==> src/common/aapc_consts.svh <==
// Offsets, field positions, reset values and timing counts of the
// channel and power configuration registers.
// Assumes a 100 MHz device clock and an 8-bit register map.
`ifndef AAPC_CONSTS_SVH
`define AAPC_CONSTS_SVH

// Register offsets
`define AAPC_OFS_GAIN_UPDATE 8'h71
`define AAPC_OFS_INPUT_EN 8'h73
`define AAPC_OFS_SLOT_EN 8'h74
`define AAPC_OFS_POWER 8'h75
`define AAPC_OFS_STATUS0 8'h76
`define AAPC_OFS_STATUS1 8'h77

// Reset values
`define AAPC_RST_GAIN_UPDATE 8'h00
`define AAPC_RST_INPUT_EN 8'hc0
`define AAPC_RST_SLOT_EN 8'h00
`define AAPC_RST_POWER 8'h00

// Writable bit masks; the rest are read-only zero
`define AAPC_MASK_GAIN_UPDATE 8'he0
`define AAPC_MASK_CHAN_EN 8'hf0
`define AAPC_MASK_POWER 8'hff

// Field positions
`define AAPC_GAIN_SEL_HI 7
`define AAPC_GAIN_SEL_LO 6
`define AAPC_CHAN_HI 7
`define AAPC_CHAN_LO 4
`define AAPC_PWR_MIC_BIAS 7
`define AAPC_PWR_CONVERTER 6
`define AAPC_PWR_SYNTH 5
`define AAPC_PWR_LIVE 4
`define AAPC_PWR_SPAN_HI 3
`define AAPC_PWR_SPAN_LO 2
`define AAPC_PWR_VOICE 0

// Mode report codes
`define AAPC_MODE_SLEEP 3'h4
`define AAPC_MODE_IDLE 3'h6
`define AAPC_MODE_ACTIVE 3'h7

// Gain ramp timing
`define AAPC_CLK_PERIOD_NS 10
`define AAPC_RAMP_FAST_US 20
`define AAPC_RAMP_SLOW_US 40
`define AAPC_RAMP_FAST_CYC ((`AAPC_RAMP_FAST_US * 1000) / `AAPC_CLK_PERIOD_NS)
`define AAPC_RAMP_SLOW_CYC ((`AAPC_RAMP_SLOW_US * 1000) / `AAPC_CLK_PERIOD_NS)

`endif

==> src/common/aapc_pkg.sv <==
// Types shared by the register bank and its two-wire control port.
// Assumes aapc_consts.svh supplies the numeric constants.
package aapc_pkg;

  // Live gain update selection
  typedef enum logic [1:0] {
    AAPC_GAIN_AT_ONCE = 2'h0,
    AAPC_GAIN_AT_SAMPLE = 2'h1,
    AAPC_GAIN_RAMP_FAST = 2'h2,
    AAPC_GAIN_RAMP_SLOW = 2'h3
  } aapc_gain_mode_e;

  // Channel gain code in 0.5 dB units
  typedef logic [6:0] aapc_gain_t;
  typedef logic [3:0][6:0] aapc_gain_vec_t;

  // One register write from the control port
  typedef struct packed {
    logic valid;
    logic [7:0] addr;
    logic [7:0] data;
  } aapc_wr_s;

  // Power controls towards the analog blocks
  typedef struct packed {
    logic mic_bias_power_on;
    logic synth_loop_power_on;
    logic voice_detect_on;
    logic [3:0] converter_power_on;
  } aapc_pwr_s;

endpackage

==> src/hdl/aapc_ctrl_port.sv <==
// Two-wire control port slave: device address, register pointer,
// auto-incrementing writes and reads.
// Assumes scl_i and sda_i are already synchronous to clk_i.
`timescale 1ns/1ps

module aapc_ctrl_port #(
  parameter logic [6:0] DEV_ADDR = 7'h4e // Arbitrary value
) (
  input wire logic clk_i,
  input wire logic rstn_i,
  input wire logic scl_i,
  input wire logic sda_i,
  output logic sda_o,
  output logic sda_oe_o,
  output aapc_pkg::aapc_wr_s wr_o,
  output logic [7:0] rd_addr_o,
  input wire logic [7:0] rd_data_i
);

  typedef enum logic [3:0] {
    ST_IDLE, ST_DEV, ST_DEV_ACK, ST_PTR, ST_PTR_ACK, ST_WR, ST_WR_ACK, ST_RD, ST_RD_ACK
  } aapc_port_e;

  aapc_port_e state;
  logic scl_q;
  logic sda_q;
  logic [7:0] shreg;
  logic [3:0] cnt;
  logic [7:0] ptr;
  logic rd_mode;
  logic acked;
  logic drive_low;

  logic scl_rise;
  logic scl_fall;
  logic start_c;
  logic stop_c;

  //////////////////////////////////////////////////////////////////////////
  // Line events
  assign scl_rise = scl_i & ~scl_q;
  assign scl_fall = ~scl_i & scl_q;
  assign start_c = scl_i & scl_q & sda_q & ~sda_i;
  assign stop_c = scl_i & scl_q & ~sda_q & sda_i;
  assign rd_addr_o = ptr;
  assign sda_o = 1'b0; // Open drain: only ever pulls low
  assign sda_oe_o = drive_low;

  // Previous line levels for edge detection
  always_ff @(posedge clk_i) begin
    if (!rstn_i) begin
      scl_q <= 1'b1;
      sda_q <= 1'b1;
    end else begin
      scl_q <= scl_i;
      sda_q <= sda_i;
    end
  end

  //////////////////////////////////////////////////////////////////////////
  // Protocol sequencer; bits sampled on rising clock, driven on falling
  always_ff @(posedge clk_i) begin
    if (!rstn_i) begin
      state <= ST_IDLE;
      shreg <= 8'h00;
      cnt <= 4'h0;
      ptr <= 8'h00;
      rd_mode <= 1'b0;
      acked <= 1'b0;
      drive_low <= 1'b0;
      wr_o <= '0;
    end else begin
      wr_o.valid <= 1'b0;
      if (start_c) begin
        state <= ST_DEV;
        cnt <= 4'h0;
        drive_low <= 1'b0;
      end else if (stop_c) begin
        state <= ST_IDLE;
        drive_low <= 1'b0;
      end else if (scl_rise) begin
        if (state == ST_RD_ACK) begin
          acked <= ~sda_i;
        end else if (state != ST_RD) begin
          shreg <= {shreg[6:0], sda_i};
          cnt <= cnt + 4'h1;
        end else begin
          cnt <= cnt + 4'h1;
        end
      end else if (scl_fall) begin
        unique case (state)
          ST_IDLE: begin
            drive_low <= 1'b0;
          end
          ST_DEV: begin
            if (cnt == 4'h8) begin
              if (shreg[7:1] == DEV_ADDR) begin
                state <= ST_DEV_ACK;
                rd_mode <= shreg[0];
                drive_low <= 1'b1;
              end else begin
                state <= ST_IDLE;
              end
            end
          end
          ST_DEV_ACK, ST_PTR_ACK, ST_WR_ACK: begin
            cnt <= 4'h0;
            if (state == ST_WR_ACK) begin
              ptr <= ptr + 8'h01; // Auto-increment after each write
            end
            if (state == ST_DEV_ACK && rd_mode) begin
              state <= ST_RD;
              shreg <= {rd_data_i[6:0], 1'b0};
              drive_low <= ~rd_data_i[7];
            end else begin
              state <= (state == ST_DEV_ACK) ? ST_PTR : ST_WR;
              drive_low <= 1'b0;
            end
          end
          ST_PTR: begin
            if (cnt == 4'h8) begin
              ptr <= shreg;
              state <= ST_PTR_ACK;
              drive_low <= 1'b1;
            end
          end
          ST_WR: begin
            if (cnt == 4'h8) begin
              wr_o.valid <= 1'b1;
              wr_o.addr <= ptr;
              wr_o.data <= shreg;
              state <= ST_WR_ACK;
              drive_low <= 1'b1;
            end
          end
          ST_RD: begin
            if (cnt == 4'h8) begin
              state <= ST_RD_ACK;
              ptr <= ptr + 8'h01; // Next register is ready if the master acks
              drive_low <= 1'b0; // Release for the master's acknowledge
            end else begin
              drive_low <= ~shreg[7];
              shreg <= {shreg[6:0], 1'b0};
            end
          end
          ST_RD_ACK: begin
            cnt <= 4'h0;
            if (acked) begin
              // Continued read: first bit of the next register goes out now
              state <= ST_RD;
              shreg <= {rd_data_i[6:0], 1'b0};
              drive_low <= ~rd_data_i[7];
            end else begin
              state <= ST_IDLE;
              drive_low <= 1'b0;
            end
          end
          default: begin
            state <= ST_IDLE;
          end
        endcase
      end
    end
  end

endmodule // aapc_ctrl_port

==> src/hdl/aapc_top.sv <==
// Channel gain update, input and output slot enable and power
// configuration registers, reached over the two-wire control port.
// Assumes channel gain targets, the sample tick, the serial slot
// strobes and the sleep request come from the rest of the converter.
//
// Notes on behaviour
// - Update mode 0 applies a new channel gain immediately, no smoothing.
// - Update mode 1 applies gain without stepping, at a sample boundary.
// - Update mode 2 ramps gain in 0.5 dB steps every 20 us.
// - Update mode 3 ramps gain in 0.5 dB steps every 40 us.
// - Input enables for channels one and two reset set.
// - Input enables for digital-only channels three and four reset clear.
// - A clear slot enable keeps that channel's serial slot undriven.
// - A set slot enable drives the channel's data in its slot.
// - Slot enables reset to zero, all slots undriven.
// - Power bit 7 powers the microphone bias supply; resets off.
// - Power bit 6 powers enabled converter channels; clear powers all down.
// - Power bit 5 powers the frequency synthesizer; resets off.
// - Live power mode lets channels power up or down individually.
// - Span 0 covers channels one and two, span 1 all four.
// - Power bit 0 turns voice activity detection on; resets off.
// - Low reserved bit groups read zero, except gain update bit 5 and power bit 1, which are stored.
// - Channels one and two each report power state in status bits.
// - Mode report: 4 asleep, 6 active all off, 7 some on.
`timescale 1ns/1ps
`include "aapc_consts.svh"

module aapc_top (
  input wire logic clk_i,
  input wire logic rstn_i,
  input wire logic scl_i,
  input wire logic sda_i,
  output logic sda_o,
  output logic sda_oe_o,
  input wire aapc_pkg::aapc_gain_vec_t gain_target_i,
  input wire logic sample_tick_i,
  output aapc_pkg::aapc_gain_vec_t gain_applied_o,
  input wire logic [3:0] slot_active_i,
  input wire logic [3:0] chan_bit_i,
  output logic sdout_o,
  output logic sdout_oe_o,
  input wire logic sleep_i,
  output aapc_pkg::aapc_pwr_s pwr_o
);

  // Ramp interval counter width covers the slow interval
  localparam logic [11:0] RAMP_FAST_LAST = 12'(`AAPC_RAMP_FAST_CYC - 1);
  localparam logic [11:0] RAMP_SLOW_LAST = 12'(`AAPC_RAMP_SLOW_CYC - 1);

  aapc_pkg::aapc_wr_s wr;
  logic [7:0] rd_addr;
  logic [7:0] rd_data;

  logic [7:0] gain_update;
  logic [7:0] input_en;
  logic [7:0] slot_en;
  logic [7:0] power;

  aapc_pkg::aapc_gain_mode_e gain_mode;
  logic [11:0] ramp_cnt;
  logic ramp_tick;
  logic [3:0] chan_en;
  logic [3:0] slot_drive;
  logic [3:0] chan_pwr;
  logic [3:0] live_mask;
  logic conv_q;
  logic [2:0] mode_report;
  logic [7:0] status0;
  logic [7:0] status1;

  //////////////////////////////////////////////////////////////////////////
  // Helpers

  // Moves a gain code one 0.5 dB step towards its target
  function automatic aapc_pkg::aapc_gain_t step_toward(
    input aapc_pkg::aapc_gain_t cur,
    input aapc_pkg::aapc_gain_t tgt
  );
    aapc_pkg::aapc_gain_t res;
    res = cur;
    if (cur < tgt) begin
      res = cur + 7'h01;
    end else if (cur > tgt) begin
      res = cur - 7'h01;
    end
    return res;
  endfunction

  // Write of one register, keeping read-only bits at zero
  function automatic logic [7:0] masked_write(
    input logic [7:0] data,
    input logic [7:0] mask
  );
    return data & mask;
  endfunction

  // Field bit 7 is channel one; the result has channel one at index 0
  function automatic logic [3:0] chan_order(input logic [7:0] field);
    return {field[4], field[5], field[6], field[7]};
  endfunction

  // Register read decode; unmapped offsets read zero
  function automatic logic [7:0] reg_read(
    input logic [7:0] addr,
    input logic [7:0] g,
    input logic [7:0] ie,
    input logic [7:0] se,
    input logic [7:0] pw,
    input logic [7:0] s0,
    input logic [7:0] s1
  );
    logic [7:0] res;
    res = 8'h00;
    unique case (addr)
      `AAPC_OFS_GAIN_UPDATE: res = g;
      `AAPC_OFS_INPUT_EN: res = ie;
      `AAPC_OFS_SLOT_EN: res = se;
      `AAPC_OFS_POWER: res = pw;
      `AAPC_OFS_STATUS0: res = s0;
      `AAPC_OFS_STATUS1: res = s1;
      default: res = 8'h00;
    endcase
    return res;
  endfunction

  //////////////////////////////////////////////////////////////////////////
  // Control port

  aapc_ctrl_port u_ctrl_port (
    .clk_i(clk_i),
    .rstn_i(rstn_i),
    .scl_i(scl_i),
    .sda_i(sda_i),
    .sda_o(sda_o),
    .sda_oe_o(sda_oe_o),
    .wr_o(wr),
    .rd_addr_o(rd_addr),
    .rd_data_i(rd_data)
  );

  //////////////////////////////////////////////////////////////////////////
  // Configuration registers

  // Gain update register; bits 4-0 are not stored so they read zero
  always_ff @(posedge clk_i) begin
    if (!rstn_i) begin
      gain_update <= `AAPC_RST_GAIN_UPDATE;
    end else if (wr.valid && wr.addr == `AAPC_OFS_GAIN_UPDATE) begin
      gain_update <= masked_write(wr.data, `AAPC_MASK_GAIN_UPDATE);
    end
  end

  // Input channel enables; one and two come up enabled
  always_ff @(posedge clk_i) begin
    if (!rstn_i) begin
      input_en <= `AAPC_RST_INPUT_EN;
    end else if (wr.valid && wr.addr == `AAPC_OFS_INPUT_EN) begin
      input_en <= masked_write(wr.data, `AAPC_MASK_CHAN_EN);
    end
  end

  // Output slot enables; every slot undriven after reset
  always_ff @(posedge clk_i) begin
    if (!rstn_i) begin
      slot_en <= `AAPC_RST_SLOT_EN;
    end else if (wr.valid && wr.addr == `AAPC_OFS_SLOT_EN) begin
      slot_en <= masked_write(wr.data, `AAPC_MASK_CHAN_EN);
    end
  end

  // Power configuration; reserved bit 1 is stored as written
  always_ff @(posedge clk_i) begin
    if (!rstn_i) begin
      power <= `AAPC_RST_POWER;
    end else if (wr.valid && wr.addr == `AAPC_OFS_POWER) begin
      power <= masked_write(wr.data, `AAPC_MASK_POWER);
    end
  end

  // Read data reflects the latest stored values and live status
  assign rd_data = reg_read(rd_addr, gain_update, input_en, slot_en, power,
                            status0, status1);

  //////////////////////////////////////////////////////////////////////////
  // Live gain update

  assign gain_mode = aapc_pkg::aapc_gain_mode_e'(
    gain_update[`AAPC_GAIN_SEL_HI:`AAPC_GAIN_SEL_LO]);

  // Interval timer for the ramped modes; held cleared otherwise
  always_ff @(posedge clk_i) begin
    if (!rstn_i) begin
      ramp_cnt <= 12'h000;
    end else if (ramp_tick) begin
      ramp_cnt <= 12'h000;
    end else if (gain_mode == aapc_pkg::AAPC_GAIN_RAMP_FAST ||
                 gain_mode == aapc_pkg::AAPC_GAIN_RAMP_SLOW) begin
      ramp_cnt <= ramp_cnt + 12'h001;
    end else begin
      ramp_cnt <= 12'h000;
    end
  end

  // One step per interval: 20 us in the fast mode, 40 us in the slow one
  always_comb begin
    ramp_tick = 1'b0;
    unique case (gain_mode)
      aapc_pkg::AAPC_GAIN_RAMP_FAST: ramp_tick = (ramp_cnt >= RAMP_FAST_LAST);
      aapc_pkg::AAPC_GAIN_RAMP_SLOW: ramp_tick = (ramp_cnt >= RAMP_SLOW_LAST);
      default: ramp_tick = 1'b0;
    endcase
  end

  // Applied gain per channel; the limits on ramped gain are the host's to keep
  always_ff @(posedge clk_i) begin
    if (!rstn_i) begin
      gain_applied_o <= '0;
    end else begin
      for (int i = 0; i < 4; i++) begin
        unique case (gain_mode)
          aapc_pkg::AAPC_GAIN_AT_ONCE: begin
            gain_applied_o[i] <= gain_target_i[i];
          end
          aapc_pkg::AAPC_GAIN_AT_SAMPLE: begin
            // Whole jump, but only between samples to soften the step
            if (sample_tick_i) begin
              gain_applied_o[i] <= gain_target_i[i];
            end
          end
          aapc_pkg::AAPC_GAIN_RAMP_FAST, aapc_pkg::AAPC_GAIN_RAMP_SLOW: begin
            if (ramp_tick) begin
              gain_applied_o[i] <= step_toward(gain_applied_o[i], gain_target_i[i]);
            end
          end
        endcase
      end
    end
  end

  //////////////////////////////////////////////////////////////////////////
  // Serial output slots

  // Slot strobes count from channel one, so the enable field is turned round
  assign slot_drive = chan_order(slot_en);

  // Data and drive both registered so they change together at slot edges
  always_ff @(posedge clk_i) begin
    if (!rstn_i) begin
      sdout_o <= 1'b0;
      sdout_oe_o <= 1'b0;
    end else begin
      sdout_o <= |(slot_active_i & slot_drive & chan_bit_i);
      sdout_oe_o <= |(slot_active_i & slot_drive);
    end
  end

  //////////////////////////////////////////////////////////////////////////
  // Channel power

  // Bit 7 of the enable field is channel one; index 0 here is channel one
  assign chan_en = chan_order(input_en);

  // Channels that may follow their enables live; span codes 2 and 3 act as 0
  assign live_mask = (power[`AAPC_PWR_SPAN_HI:`AAPC_PWR_SPAN_LO] == 2'h1) ?
                     4'hf : 4'h3;

  // Previous converter power bit, to catch the power-up edge
  always_ff @(posedge clk_i) begin
    if (!rstn_i) begin
      conv_q <= 1'b0;
    end else begin
      conv_q <= power[`AAPC_PWR_CONVERTER];
    end
  end

  // Channel set is taken at power-up; afterwards it only moves in live mode.
  // Outside live mode, enable changes while recording are held off until the
  // next power cycle, which protects channels that are still recording.
  always_ff @(posedge clk_i) begin
    if (!rstn_i) begin
      chan_pwr <= 4'h0;
    end else if (!power[`AAPC_PWR_CONVERTER]) begin
      chan_pwr <= 4'h0;
    end else if (!conv_q) begin
      chan_pwr <= chan_en;
    end else if (power[`AAPC_PWR_LIVE]) begin
      for (int i = 0; i < 4; i++) begin
        if (live_mask[i]) begin
          chan_pwr[i] <= chan_en[i];
        end
      end
    end
  end

  // Power controls towards the analog side
  always_comb begin
    pwr_o.mic_bias_power_on = power[`AAPC_PWR_MIC_BIAS];
    pwr_o.synth_loop_power_on = power[`AAPC_PWR_SYNTH];
    pwr_o.voice_detect_on = power[`AAPC_PWR_VOICE];
    pwr_o.converter_power_on = chan_pwr;
  end

  //////////////////////////////////////////////////////////////////////////
  // Status

  // Mode report follows sleep first, then whether any channel runs
  always_comb begin
    if (sleep_i) begin
      mode_report = `AAPC_MODE_SLEEP;
    end else if (|chan_pwr) begin
      mode_report = `AAPC_MODE_ACTIVE;
    end else begin
      mode_report = `AAPC_MODE_IDLE;
    end
  end

  assign status0 = {chan_pwr[0], chan_pwr[1], 6'h00};
  assign status1 = {mode_report, 5'h00};

endmodule // aapc_top

==> config.mk <==
export PLATFORM = sky130hd
export DESIGN_NAME = aapc_top
export DESIGN_NICKNAME = d
export VERILOG_FILES = /design/src/common/aapc_pkg.sv /design/src/hdl/aapc_ctrl_port.sv /design/src/hdl/aapc_top.sv
export VERILOG_INCLUDE_DIRS = /design/src /design/src/common
export SDC_FILE = /design/constraint.sdc
export NUM_CORES = 1
export LEC_CHECK = 0
export BUFFER_PORTS_ARGS = -buffer_cell sky130_fd_sc_hd__buf_2
export CAP_MARGIN = 20
export CORE_ASPECT_RATIO = 2
export CORE_MARGIN = 1.5
export CORE_UTILIZATION = 50
export DETAILED_ROUTE_END_ITERATION = 8
export GPL_TIMING_DRIVEN = 0
export PLACE_DENSITY = 0.7
export SLEW_MARGIN = 20
export SYNTH_ARGS = -nofsm -noshare
export SYNTH_HDL_FRONTEND = slang
export SYNTH_SLANG_ARGS = --single-unit
==> constraint.sdc <==
create_clock -name clk_i -period 4 [get_ports clk_i]
set_input_delay 0.8 -clock clk_i [delete_from_list [all_inputs] [get_ports clk_i]]
set_output_delay 0.8 -clock clk_i [all_outputs]
set_load 0.005 [all_outputs]
# == Word level (Yosys, flattened, before mapping) ==
# Cells that the tools add are included.
# totals
ff_bits,112
latch_bits,0
ram_bits,0
mem_bits_ro,0
input_bits,42
output_inout_bits,39
elab_cells,238
memories,0
# op_classes
addsub,11
mul,0
div_mod_pow,0
order_cmp,10
n_eq_ne,54
n_shift,0
muxes,68
n_bitwise,23
reduce_logical,43
# op_table
op,count
$mux 7,16
$pmux 7 s3,4
$eq 8x7->1 const B,10
$mux 8,10
$mux 4,12
$pmux 8 s3,2
$pmux 8 s6,1
$add 7x1->7 const B,4
$gt 7x7->1,4
$lt 7x7->1,4
$pmux 4 s7,1
$sub 7x1->7 const B,4
$reduce_and 7->1,3
$ne 2x2->1 const B,9
$mux 17,1
$eq 4x3->1 const B,4
$ne 4x1->1 const B,4
$reduce_or 4->1,4
$mux 1,15
$ne 3x3->1 const B,5
$ne 2x1->1 const B,7
$not 1->1,14
$add 12x1->12 const B,1
$ge 12x11->1 const B,1
other kinds (35),69

# == Logic depth before layout (Yosys ltp) ==
# Gate-level depths: netlist of run 1.
# depth
word_depth,8
ltp_mapped,11
depth_no_buf,11

# == Cells and area by module ==
# From an unflattened synthesis of run 1, not the netlist that was laid out.
# unflattened
hier_cells,910
area_unflattened_um2,7722.4
# by_module_without_submodules
module,n_inst,cells_per_inst,area_per_inst_um2,seq_area_each_um2
aapc_top,1,605,5049.8,1321.3
aapc_ctrl_port,1,305,2672.6,920.9

# == Least setup slack after synthesis of run 1 ==
# Ideal clock, no wire load.
# synth_path
kind,input-to-reg
start,input port gain_target_i[6] (netlist bit)
end,register gain_applied_o[5] (netlist bit)
setup_ns,0.116
t_arrival_ns,2.981
required_time_ns,3.884
setup_slack_ns,0.903
stages,11
cell_sequence,inv_1 > ha_1 > a21oi_1 > o21ai_0 > nand2b_1 > ha_1 > a211o_1 > a21o_1 > a311oi_1 > nand3_1 > o211a_1
# synth_between
elab_chain_len,4
# synth_lines
element,line_no,source
from (decl),aapc_top.sv:35,"input wire aapc_pkg::aapc_gain_vec_t gain_target_i,"
$lt 7x7->1,aapc_top.sv:81,if (cur < tgt) begin
$mux 7,aapc_top.sv:81,
$mux 7,aapc_top.sv:231,if (ramp_tick) begin
$pmux 7 s3,aapc_top.sv:220,unique case (gain_mode)
"to (signal, indexed assignment)",aapc_top.sv:222,gain_applied_o[i] <= gain_target_i[i];
"to (signal, indexed assignment)",aapc_top.sv:227,gain_applied_o[i] <= gain_target_i[i];
"to (signal, indexed assignment)",aapc_top.sv:232,"gain_applied_o[i] <= step_toward(gain_applied_o[i], gain_target_i[i]);"
to (decl),aapc_top.sv:37,"output aapc_pkg::aapc_gain_vec_t gain_applied_o,"
# Several ways; a longest one is shown, not always the timed one. The select of a mux whose other input is x is not followed.
# A chain may end at the register's enable or synchronous reset.

# == Final worst setup path of run 1 ==
# layout_path
start,input port gain_target_i[11] (netlist bit)
end,register gain_applied_o[13] (netlist bit)
# Same word-level chain as after synthesis.

==> impl_metrics.yaml, run 1 <==
worst_setup_path:
  crit_buf_inv: 2
  r2r_cells: 10
  cp-startpoint: "gain_target_i[11]"
  crit_path_max_fanout: 6
  max_stage_delay_ps: 480
  cp_common_cell: "o21ai_0"
  end_kind: "flop"
  crit_chain: "buf_2 > inv_1 > ha_1 > a21oi_1 > o21ai_0 > nand2b_1 > fa_1 > a211oi_1 > o21ai_0 > and3_1 > mux2i_1 > a311oi_1"
  slowest_stage: "fa_1"
  endpoint: "gain_applied_o[13]"
  crit_cells: 12
  arrival_ps: 3550
  critical_path.top_delay_family: "compound AO/OA/AOI/OAI gates"
  r2r_end: "gain_applied_o[13]"
  r2r_slack_ps: 810
  worstSetupPathType: "primary input to flop"
  worstPathRequired_ps: 4200
  r2r-start: "gain_applied_o[11]"
  cp-start-kind: "primary input"
routing:
  postRouteAntennaNets: 0
  drcViolationCount: 0
  initialDrtViolationCount: 280
  firstDrtPassIters: 5
  postRouteWirelength_um: 22800
  wl_per_cell_um: 19.4
  vias_per_cell: 6.18
  vias: 7266
power_and_ir_drop:
  combinationalPowerShare_pct: 16.5
  p_leak_nw: 3.66
  p_int_w: 0.00177
  seq_power_share_pct: 46.6
  power_density_mw_per_mm2: 301
  vdd_drop_max_v: 0.000188
  p_clk_share_pct: 36.9
  swShare_pct: 30.0
  p_sw_w: 0.000760
logic_synthesis:
  synth_most_common_cell: "dfxtp_1"
  synth_area_leaders: "dfxtp_1, ha_1, mux2i_1"
  synth_edf_count: 0
  synth_seq_cells: 112
  ys.flop_type: "dfxtp_1"
  avgSynthCellArea_um2: 8.43
  synth_cell_type_count: 77
  synth.cell_area_mm2: 0.00746
  yosys_warnings: 0
  syn_inst: 885
  yosysTopAreaCellShare_pct: 30.0
  async_reset_ff_share_pct: 0
  synth_nets: 990
  yosys.area.top_type: "dfxtp_1"
  yosysSeqAreaShare_pct: 30.0
  synthTopCellsByCount: "dfxtp_1, nor2_1, a21oi_1, ha_1, nand2_1"
clocking:
  cts_buffers: 9
  cts_resized: 0
  cts.sinks: 112
  cts_setup_buffers: 0
  clk_pin_slew_ps: 70
  htree_levels: 3
  cts_tree: "built"
  holdBufCountCts: 0
  clk_latency_ps: 370
  clockBufferDepth: 2
  root_buffer: "clkbuf_16"
global_route:
  grt_overflow: 0
  antenna_found_initial: 0
  grt_pass1_wl_um: 35800
  grt_max_degree: 21
  track_usage_pct: 30.1
  grt_pass1_vias: 7266
placed_design:
  place.gp.congestion: 0.927
  post_dp_cell_area_mm2: 0.00810
  io_buffers: 79
  hpwl_um: 17900
final_layout:
  fin_nets: 1080
  insertedDiodeCount: 0
  syn2layout_area_growth_pct: 12.5
  drive_gt1_share_pct: 14.1
  fin_util_pct: 57.0
  final_area_mm2: 0.00840
sta:
  fmax_ghz: 0.299
  tns_ps: 0
  slew_violations: 0
  slew_headroom_pct: 40.3
  min_period_ps: 3340
  tightestPinTransition_ps: 895
  worst_hold_slack_ps: 462
  rsz0062_at_grt: "false"
  finalClockSkew_ps: 18.8
  period_share_pct: 83.6
  setup_violations: 0
  finalHoldViolations: 0
floorplanning:
  placementRows: 63
  die_area_mm2: 0.0157
  ioPinCount: 81
  die_height_um: 176
  die_w_um: 89.4
  start_util_pct: 50.6
  coreArea_mm2: 0.0147
run:
  drv_cap: 0
outcome:
  status: "finished, final reports clean"
hold_path:
  worstHoldPathType: "flop to flop"
==> kinds of logic after synthesis <==
logic type                 after synthesis  share of synthesized area (%)
AOI/OAI and AO/OA                      275                           25.2
xor gates and xnor gates                15                           1.76
adders and majority gates               63                           11.0
buffers and inverters                   88                           5.36
DFF                                    112                           30.0
muxes                                   50                           6.70
other                                    1                         0.0502
and+or+nand+nor                        281                           19.9
==> registers in the layout, summed over array words and instances, names as in the netlist, 8 cells and up <==
register / cells
power: 8
ramp_cnt: 12
u_ctrl_port.shreg: 8
u_ctrl_port.wr_o: 17
u_ctrl_port.rd_addr_o: 8
gain_applied_o: 28
==> cell type report <==
cell class              instances  area (µm²)
clock inverters                 6        55.1
plain buffers                  42         228
inverters                      46         173
fillers                      1423        6340
multi-input cells             685        4820
flip-flops and latches        112        2240
well taps                     195         244
clock buffers                  10         239
repair buffers                 79         395
==> cell usage in the layout, fill, tap and decap left out, types with 9 or more instances in the layout <==
cell,netlist,routed
dfxtp_1,112,112
clkbuf_1,21,21
xnor2_1,10,10
a21o_1,16,16
nor2b_1,10,10
a21oi_1,81,81
nor2_1,93,93
o21a_1,9,9
clkbuf_16,0,9
nand4_1,20,20
a211oi_1,42,42
nand3_1,24,24
ha_1,59,59
nand3b_1,11,11
inv_1,45,45
buf_2,10,89
nand2_1,58,58
o21ai_0,36,36
and3_1,10,10
a311oi_1,10,10
mux2i_1,50,50
==> worst reg2reg max path: stages, from the launching register on <==
cell and delay [ps]:
dfxtp_1 440, ha_1 290, a21oi_1 290, o21ai_0 190, nand2b_1 330, fa_1 480, a211oi_1 320, o21ai_0 210
and3_1 210, mux2i_1 170, a311oi_1 110
==> power groups by stage <==
stage | clock, W | sequential [W] | combinational [W]
floorplan | 0 | 0.00119 | 0.000285
global placement | 0 | 0.00120 | 0.000408
detailed placement | 0 | 0.00120 | 0.000413
CTS | 0.000939 | 0.00118 | 0.000415
global route | 0.000983 | 0.00118 | 0.000465
finish | 0.000934 | 0.00118 | 0.000417
==> metal layers <==
| layer | wire, µm | GRT usage, % | vias up |
|---|---|---|---|
| met4 | 1500 | 21.3 | 0 |
| met5 | 0 | 0 | - |
| met2 | 12800 | 58.1 | 234 |
| met3 | 940 | 4.89 | 86 |
| met1 | 7520 | 26.2 | 3463 |
| li1 | - | - | 3483 |
==> worst min path at each step <==
stage	from	endpoint	cells after the start
3_3_place_gp	ramp_cnt[0]	ramp_cnt[0]	1
3_5_place_dp	ramp_cnt[0]	ramp_cnt[0]	1
2_1_floorplan	ramp_cnt[0]	ramp_cnt[0]	1
6_report	ramp_cnt[0]	ramp_cnt[0]	1
5_1_grt	ramp_cnt[0]	ramp_cnt[0]	1
4_1_cts	ramp_cnt[0]	ramp_cnt[0]	1
==> stage by stage <==
stage          total power, W  instances  setup slack, ps
4_1_cts               0.00253       1175              727
2_1_floorplan         0.00148        885              903
5_1_grt               0.00263       1175              383
3_3_place_gp          0.00161       1159              372
3_5_place_dp          0.00162       1159              363
6_report              0.00253       1175              657
No activity file was read; power rests on OpenSTA's default activity.
==> inputs of run 2 (changes only) <==
--- a/config.mk
+++ b/config.mk
@@ -13,7 +13,7 @@
 export CORE_UTILIZATION = 50
 export DETAILED_ROUTE_END_ITERATION = 8
 export GPL_TIMING_DRIVEN = 0
-export PLACE_DENSITY = 0.7
+export PLACE_DENSITY = 0.72
 export SLEW_MARGIN = 20
 export SYNTH_ARGS = -nofsm -noshare
 export SYNTH_HDL_FRONTEND = slang
==> constraint.sdc (replaced) <==
create_clock -name clk_i -period 2.99 [get_ports clk_i]
set_input_delay 0.598 -clock clk_i [delete_from_list [all_inputs] [get_ports clk_i]]
set_output_delay 0.598 -clock clk_i [all_outputs]
set_load 0.005 [all_outputs]
==> run 2 against run 1 <==
- sequential cell count unchanged
- core utilization up 0.60 points
- cell area up 1.1%
- die area unchanged
- largest cell class unchanged
- combinational power up 38%
- critical path depth unchanged
- non-clock buffer count unchanged
- critical path type unchanged
==> impl_metrics.yaml, run 2 (synthesized netlist as in run 1, its figures left out) <==
global_route:
  gr-usage-met2_pct: 57.8
  grt_pass1_wl_um: 35600
  track_usage_pct: 29.8
  antenna_found_initial: 0
  grt_busiest_layer: "met2"
  use_met3_pct: 4.75
  grt_max_degree: 20
  grt_pass1_vias: 7257
  grt_overflow: 0
  use_met1_pct: 25.8
worst_setup_path:
  max_stage_delay_ps: 390
  arrival_ps: 3100
  crit_chain: "buf_2 > inv_1 > ha_1 > a21oi_1 > a21o_1 > nand2b_4 > fa_2 > a211oi_2 > o21ai_0 > a21oi_1 > mux2i_1 > a311oi_2"
  r2r_slack_ps: 180
  end_kind: "flop"
  crit_path_max_fanout: 6
  slowest_stage: "fa_2"
  cp-start-kind: "primary input"
  worstSetupPathType: "primary input to flop"
  worstPathRequired_ps: 3250
  cp_common_cell: "a21oi_1"
power_and_ir_drop:
  seq_power_share_pct: 46.0
  power_density_mw_per_mm2: 404
  p_leak_nw: 3.68
  p_sw_w: 0.000997
  vdd_drop_max_v: 0.000280
  total_power_w: 0.00343
  combinationalPowerShare_pct: 16.8
  p_clk_share_pct: 37.2
  swShare_pct: 29.1
  p_int_w: 0.00243
floorplanning:
  die_height_um: 176
  die_w_um: 89.4
  start_util_pct: 50.6
  placementRows: 63
  die_area_mm2: 0.0157
  coreArea_mm2: 0.0147
  ioPinCount: 81
final_layout:
  final_area_mm2: 0.00849
  insertedDiodeCount: 0
  layout_common_cells: "dfxtp_1, nor2_1, buf_2, a21oi_1"
  final_common_cell: "dfxtp_1"
  largest_reg_flops: 28
  fin_nets: 1080
  reg_top3: "gain_applied_o x28, u_ctrl_port.wr_o x17, ramp_cnt x12"
  syn2layout_area_growth_pct: 13.7
  drive_gt1_share_pct: 15.9
  final_cells: 1175
  top_register: "gain_applied_o"
sta:
  setup_violations: 0
  tns_ps: 0
  fmax_ghz: 0.352
  slew_headroom_pct: 37.4
  setup_ws_ps: 147
  finalHoldViolations: 0
  slew_violations: 0
  tightestPinTransition_ps: 939
  min_period_ps: 2840
  finalClockSkew_ps: 15.7
  period_share_pct: 95.1
clocking:
  clk_latency_ps: 370
  cts.sinks: 112
  cts_tree: "built"
  clk_pin_slew_ps: 70
  clockBufferDepth: 2
  root_buffer: "clkbuf_16"
  holdBufCountCts: 0
  htree_levels: 3
  cts_setup_buffers: 0
  cts_buffers: 9
routing:
  vias_per_cell: 6.19
  postRouteWirelength_um: 22700
  initialDrtViolationCount: 318
  postRouteAntennaNets: 0
  wl_per_cell_um: 19.3
  firstDrtPassIters: 5
  vias: 7269
  drcViolationCount: 0
run:
  drv_cap: 0
outcome:
  status: "finished, final reports clean"
placed_design:
  post_dp_cell_area_mm2: 0.00810
  place.gp.congestion: 0.969
  io_buffers: 79
  dp_slack_ps: -492
  hpwl_um: 17600
  dp.cells: 1159
hold_path:
  worstHoldPathType: "flop to flop"
[run 2: cell types whose count changed in the layout (fill, tap and decap cells not counted), moves of 4 or more]
cell / delta
a21oi_1: -4
a21oi_2: +4
a211oi_2: +4
nand2b_1: -4
a211oi_1: -4
[run 2: repair_timing]
action                                 4_1_cts  5_1_grt
gates resized for setup                      6       17
setup endpoints to repair                    5       10
endpoints found under the hold margin        0        0
[run 2: final cells by class]
cell class	count	area (µm²)
multi-input cells	685	4900
clock inverters	7	77.6
repair buffers	79	395
well taps	195	244
flip-flops and latches	112	2240
inverters	46	173
clock buffers	9	225
fillers	1393	6250
plain buffers	42	228
[run 2: through the flow]
step | utilization, % | hold WS (ps)
final | 57.6 | 463
after global routing | 57.6 | 508
after CTS | 57.1 | 469
after detailed placement | 55.0 | 454
after global placement | 55.0 | 443
after floorplan | - | 426
[run 2: power by group through the flow]
stage	Sequential (W)	Clock, W	Combinational, W
3_5_place_dp	0.00161	0	0.000550
2_1_floorplan	0.00160	0	0.000381
4_1_cts	0.00157	0.00129	0.000557
3_3_place_gp	0.00161	0	0.000542
5_1_grt	0.00158	0.00133	0.000641
6_report	0.00157	0.00127	0.000577
[run 2: final timing paths]
| kind | start | end | depth (start not counted) |
|---|---|---|---|
| worst min register to register | ramp_cnt[0] | ramp_cnt[0] | 1 |
| worst max register to register | gain_applied_o[27] | gain_applied_o[27] | 10 |
| worst min-delay path | ramp_cnt[0] | ramp_cnt[0] | 1 |
| worst max-delay path | gain_target_i[9] | gain_applied_o[13] | 12 |
[run 2: worst max-delay path, delay by kind of cell]
family	cells	cell delay, ps
fa+ha+maj	2	750
compound gates	6	1370
simple gates	1	110
buf+inv	2	170
mux	1	110
[run 2: routing by layer]
layer  vias up  wire length, µm
li1       3476                -
met1      3424             7350
met2       263            12700
met3       106             1050
met4         0             1600
met5         -                0
==> inputs of run 3 (changes only) <==
--- a/config.mk
+++ b/config.mk
@@ -10,10 +10,10 @@
 export CAP_MARGIN = 20
 export CORE_ASPECT_RATIO = 2
 export CORE_MARGIN = 1.5
-export CORE_UTILIZATION = 50
+export CORE_UTILIZATION = 41
+export CTS_CLUSTER_SIZE = 8
 export DETAILED_ROUTE_END_ITERATION = 8
 export GPL_TIMING_DRIVEN = 0
-export PLACE_DENSITY = 0.72
 export SLEW_MARGIN = 20
 export SYNTH_ARGS = -nofsm -noshare
 export SYNTH_HDL_FRONTEND = slang
==> run 3 against run 2 <==
- global-route usage down 5.1 points
- register-to-register slack worse by 20 ps
- sequential share of layout area down 0.17 points
- non-clock buffer count unchanged
- setup slack better by 2.0 ps
- final cell count up 1.5%
- combinational power about the same
- clock power up 9%
- sequential power about the same
- clock-buffer cell count unchanged
- die area up 21%
- critical path type unchanged
- critical endpoint is now gain_applied_o[5]
- largest power group unchanged
==> impl_metrics.yaml, run 3 (synthesized netlist as in run 1, its figures left out) <==
outcome:
  status: "finished, final reports clean"
worst_setup_path:
  worstPathRequired_ps: 3260
  critical_path.top_delay_family: "compound AO/OA/AOI/OAI gates"
  worstSetupPathType: "primary input to flop"
  slowest_stage: "a211o_1"
  cp-start-kind: "primary input"
  cp_common_cell: "ha_1"
  max_stage_delay_ps: 360
  end_kind: "flop"
  crit_buf_inv: 2
  crit_chain: "buf_2 > inv_1 > ha_1 > a21oi_2 > o21ai_0 > nand2b_2 > ha_1 > a211o_1 > a21o_1 > a311oi_1 > nand3_1 > o211a_1"
  crit_path_max_fanout: 6
  arrival_ps: 3110
  r2r_slack_ps: 160
hold_path:
  worstHoldPathType: "flop to flop"
floorplanning:
  die_height_um: 194
  die_w_um: 98.4
  placementRows: 69
  die_area_mm2: 0.0191
  coreArea_mm2: 0.0178
  start_util_pct: 42.0
  ioPinCount: 81
clocking:
  htree_levels: 3
  clk_pin_slew_ps: 90
  root_buffer: "clkbuf_16"
  cts_tree: "built"
  clk_latency_ps: 360
  clockBufferDepth: 2
  cts_setup_buffers: 0
  cts_buffers: 9
  cts.sinks: 112
final_layout:
  syn2layout_area_growth_pct: 14.5
  insertedDiodeCount: 0
  layout_common_cells: "dfxtp_1, nor2_1, buf_2, a21oi_1"
  reg_top3: "gain_applied_o x28, u_ctrl_port.wr_o x17, ramp_cnt x12"
  final_area_mm2: 0.00855
  fin_nets: 1080
  fin_util_pct: 48.1
  final_common_cell: "dfxtp_1"
  drive_gt1_share_pct: 16.3
  largest_reg_flops: 28
  fillCellCount: 1851
  top_register: "gain_applied_o"
power_and_ir_drop:
  total_power_w: 0.00354
  power_density_mw_per_mm2: 414
  vdd_drop_max_v: 0.000239
  p_leak_nw: 3.68
sta:
  fmax_ghz: 0.352
  min_period_ps: 2840
  slew_violations: 0
  finalClockSkew_ps: 15.8
  tightestPinTransition_ps: 912
  tns_ps: 0
  slew_headroom_pct: 39.2
  period_share_pct: 95.0
  setup_violations: 0
  finalHoldViolations: 0
routing:
  vias_per_cell: 6.05
  wl_met3_um: 826
  maxUsedRoutingLayer: "met4"
  drcViolationCount: 0
  wirelength_met1_um: 7860
  wl_per_cell_um: 19.9
  dr_wl_met2_um: 13200
  vias: 7221
  postRouteWirelength_um: 23800
  postRouteAntennaNets: 0
  initialDrtViolationCount: 239
  firstDrtPassIters: 4
global_route:
  track_usage_pct: 24.7
  antenna_found_initial: 0
  grt_pass1_vias: 7281
  grt_overflow: 0
  grt_max_degree: 21
  grt_pass1_wl_um: 37000
placed_design:
  place.gp.congestion: 1.01
  post_dp_cell_area_mm2: 0.00813
  hpwl_um: 18700
  io_buffers: 79
run:
  drv_cap: 0
## run 3: cell count changes in the layout (fill, tap and decap cells not counted), moves of 2 or more
cell        delta
clkinvlp_4     +2
a311oi_2       -2
a21oi_1        -2
a211oi_2       +3
a211oi_1       -3
a311oi_1       +2
clkinv_2       -2
inv_6          -2
a21oi_2        +2
nand2b_4       -2
nand2b_2       +2
## run 3: timing repair
item                                    CTS  global route
hold buffers                              0             0
endpoints found under the setup margin    9            13
endpoints found under the hold margin     0             0
resized for setup                         8            17
## run 3: per-layer routing
layer	GRT usage, %	vias up
li1	-	3477
met1	21.8	3434
met2	49.0	202
met3	2.67	108
met4	18.3	0
met5	0	-
## run 3: metrics by stage
| step | hold WS [ps] | std cells | setup slack, ps |
|---|---|---|---|
| floorplan | 426 | 885 | 95.1 |
| global placement | 447 | 1177 | -478 |
| detailed placement | 460 | 1177 | -471 |
| CTS | 478 | 1193 | 26.8 |
| global route | 517 | 1193 | -1.49 |
| finish | 473 | 1193 | 149 |
## run 3: final cells by class
type | instances | area [µm²] | share of cell area (%)
Buffer | 42 | 228 | 2.66
Clock buffer | 9 | 225 | 2.64
Clock inverter | 7 | 114 | 1.33
Inverter | 46 | 173 | 2.02
Multi-Input combinational cell | 685 | 4900 | 57.3
Sequential cell | 112 | 2240 | 26.3
Tap cell | 213 | 267 | 3.12
Timing Repair Buffer | 79 | 395 | 4.63
## run 3: path summary, 6_finish.rpt
path,start,end,cells after the start
setup / recovery,gain_target_i[6],gain_applied_o[5],12
hold / removal,ramp_cnt[0],ramp_cnt[0],1
setup reg to reg,gain_applied_o[13],gain_applied_o[11],10
hold reg to reg,ramp_cnt[0],ramp_cnt[0],1
## run 3: power breakdown
group / internal [W] / total [W] / switching (W)
Sequential: 0.00152 / 0.00158 / 0.0000546
Clock: 0.000755 / 0.00138 / 0.000625
Combinational: 0.000242 / 0.000576 / 0.000335
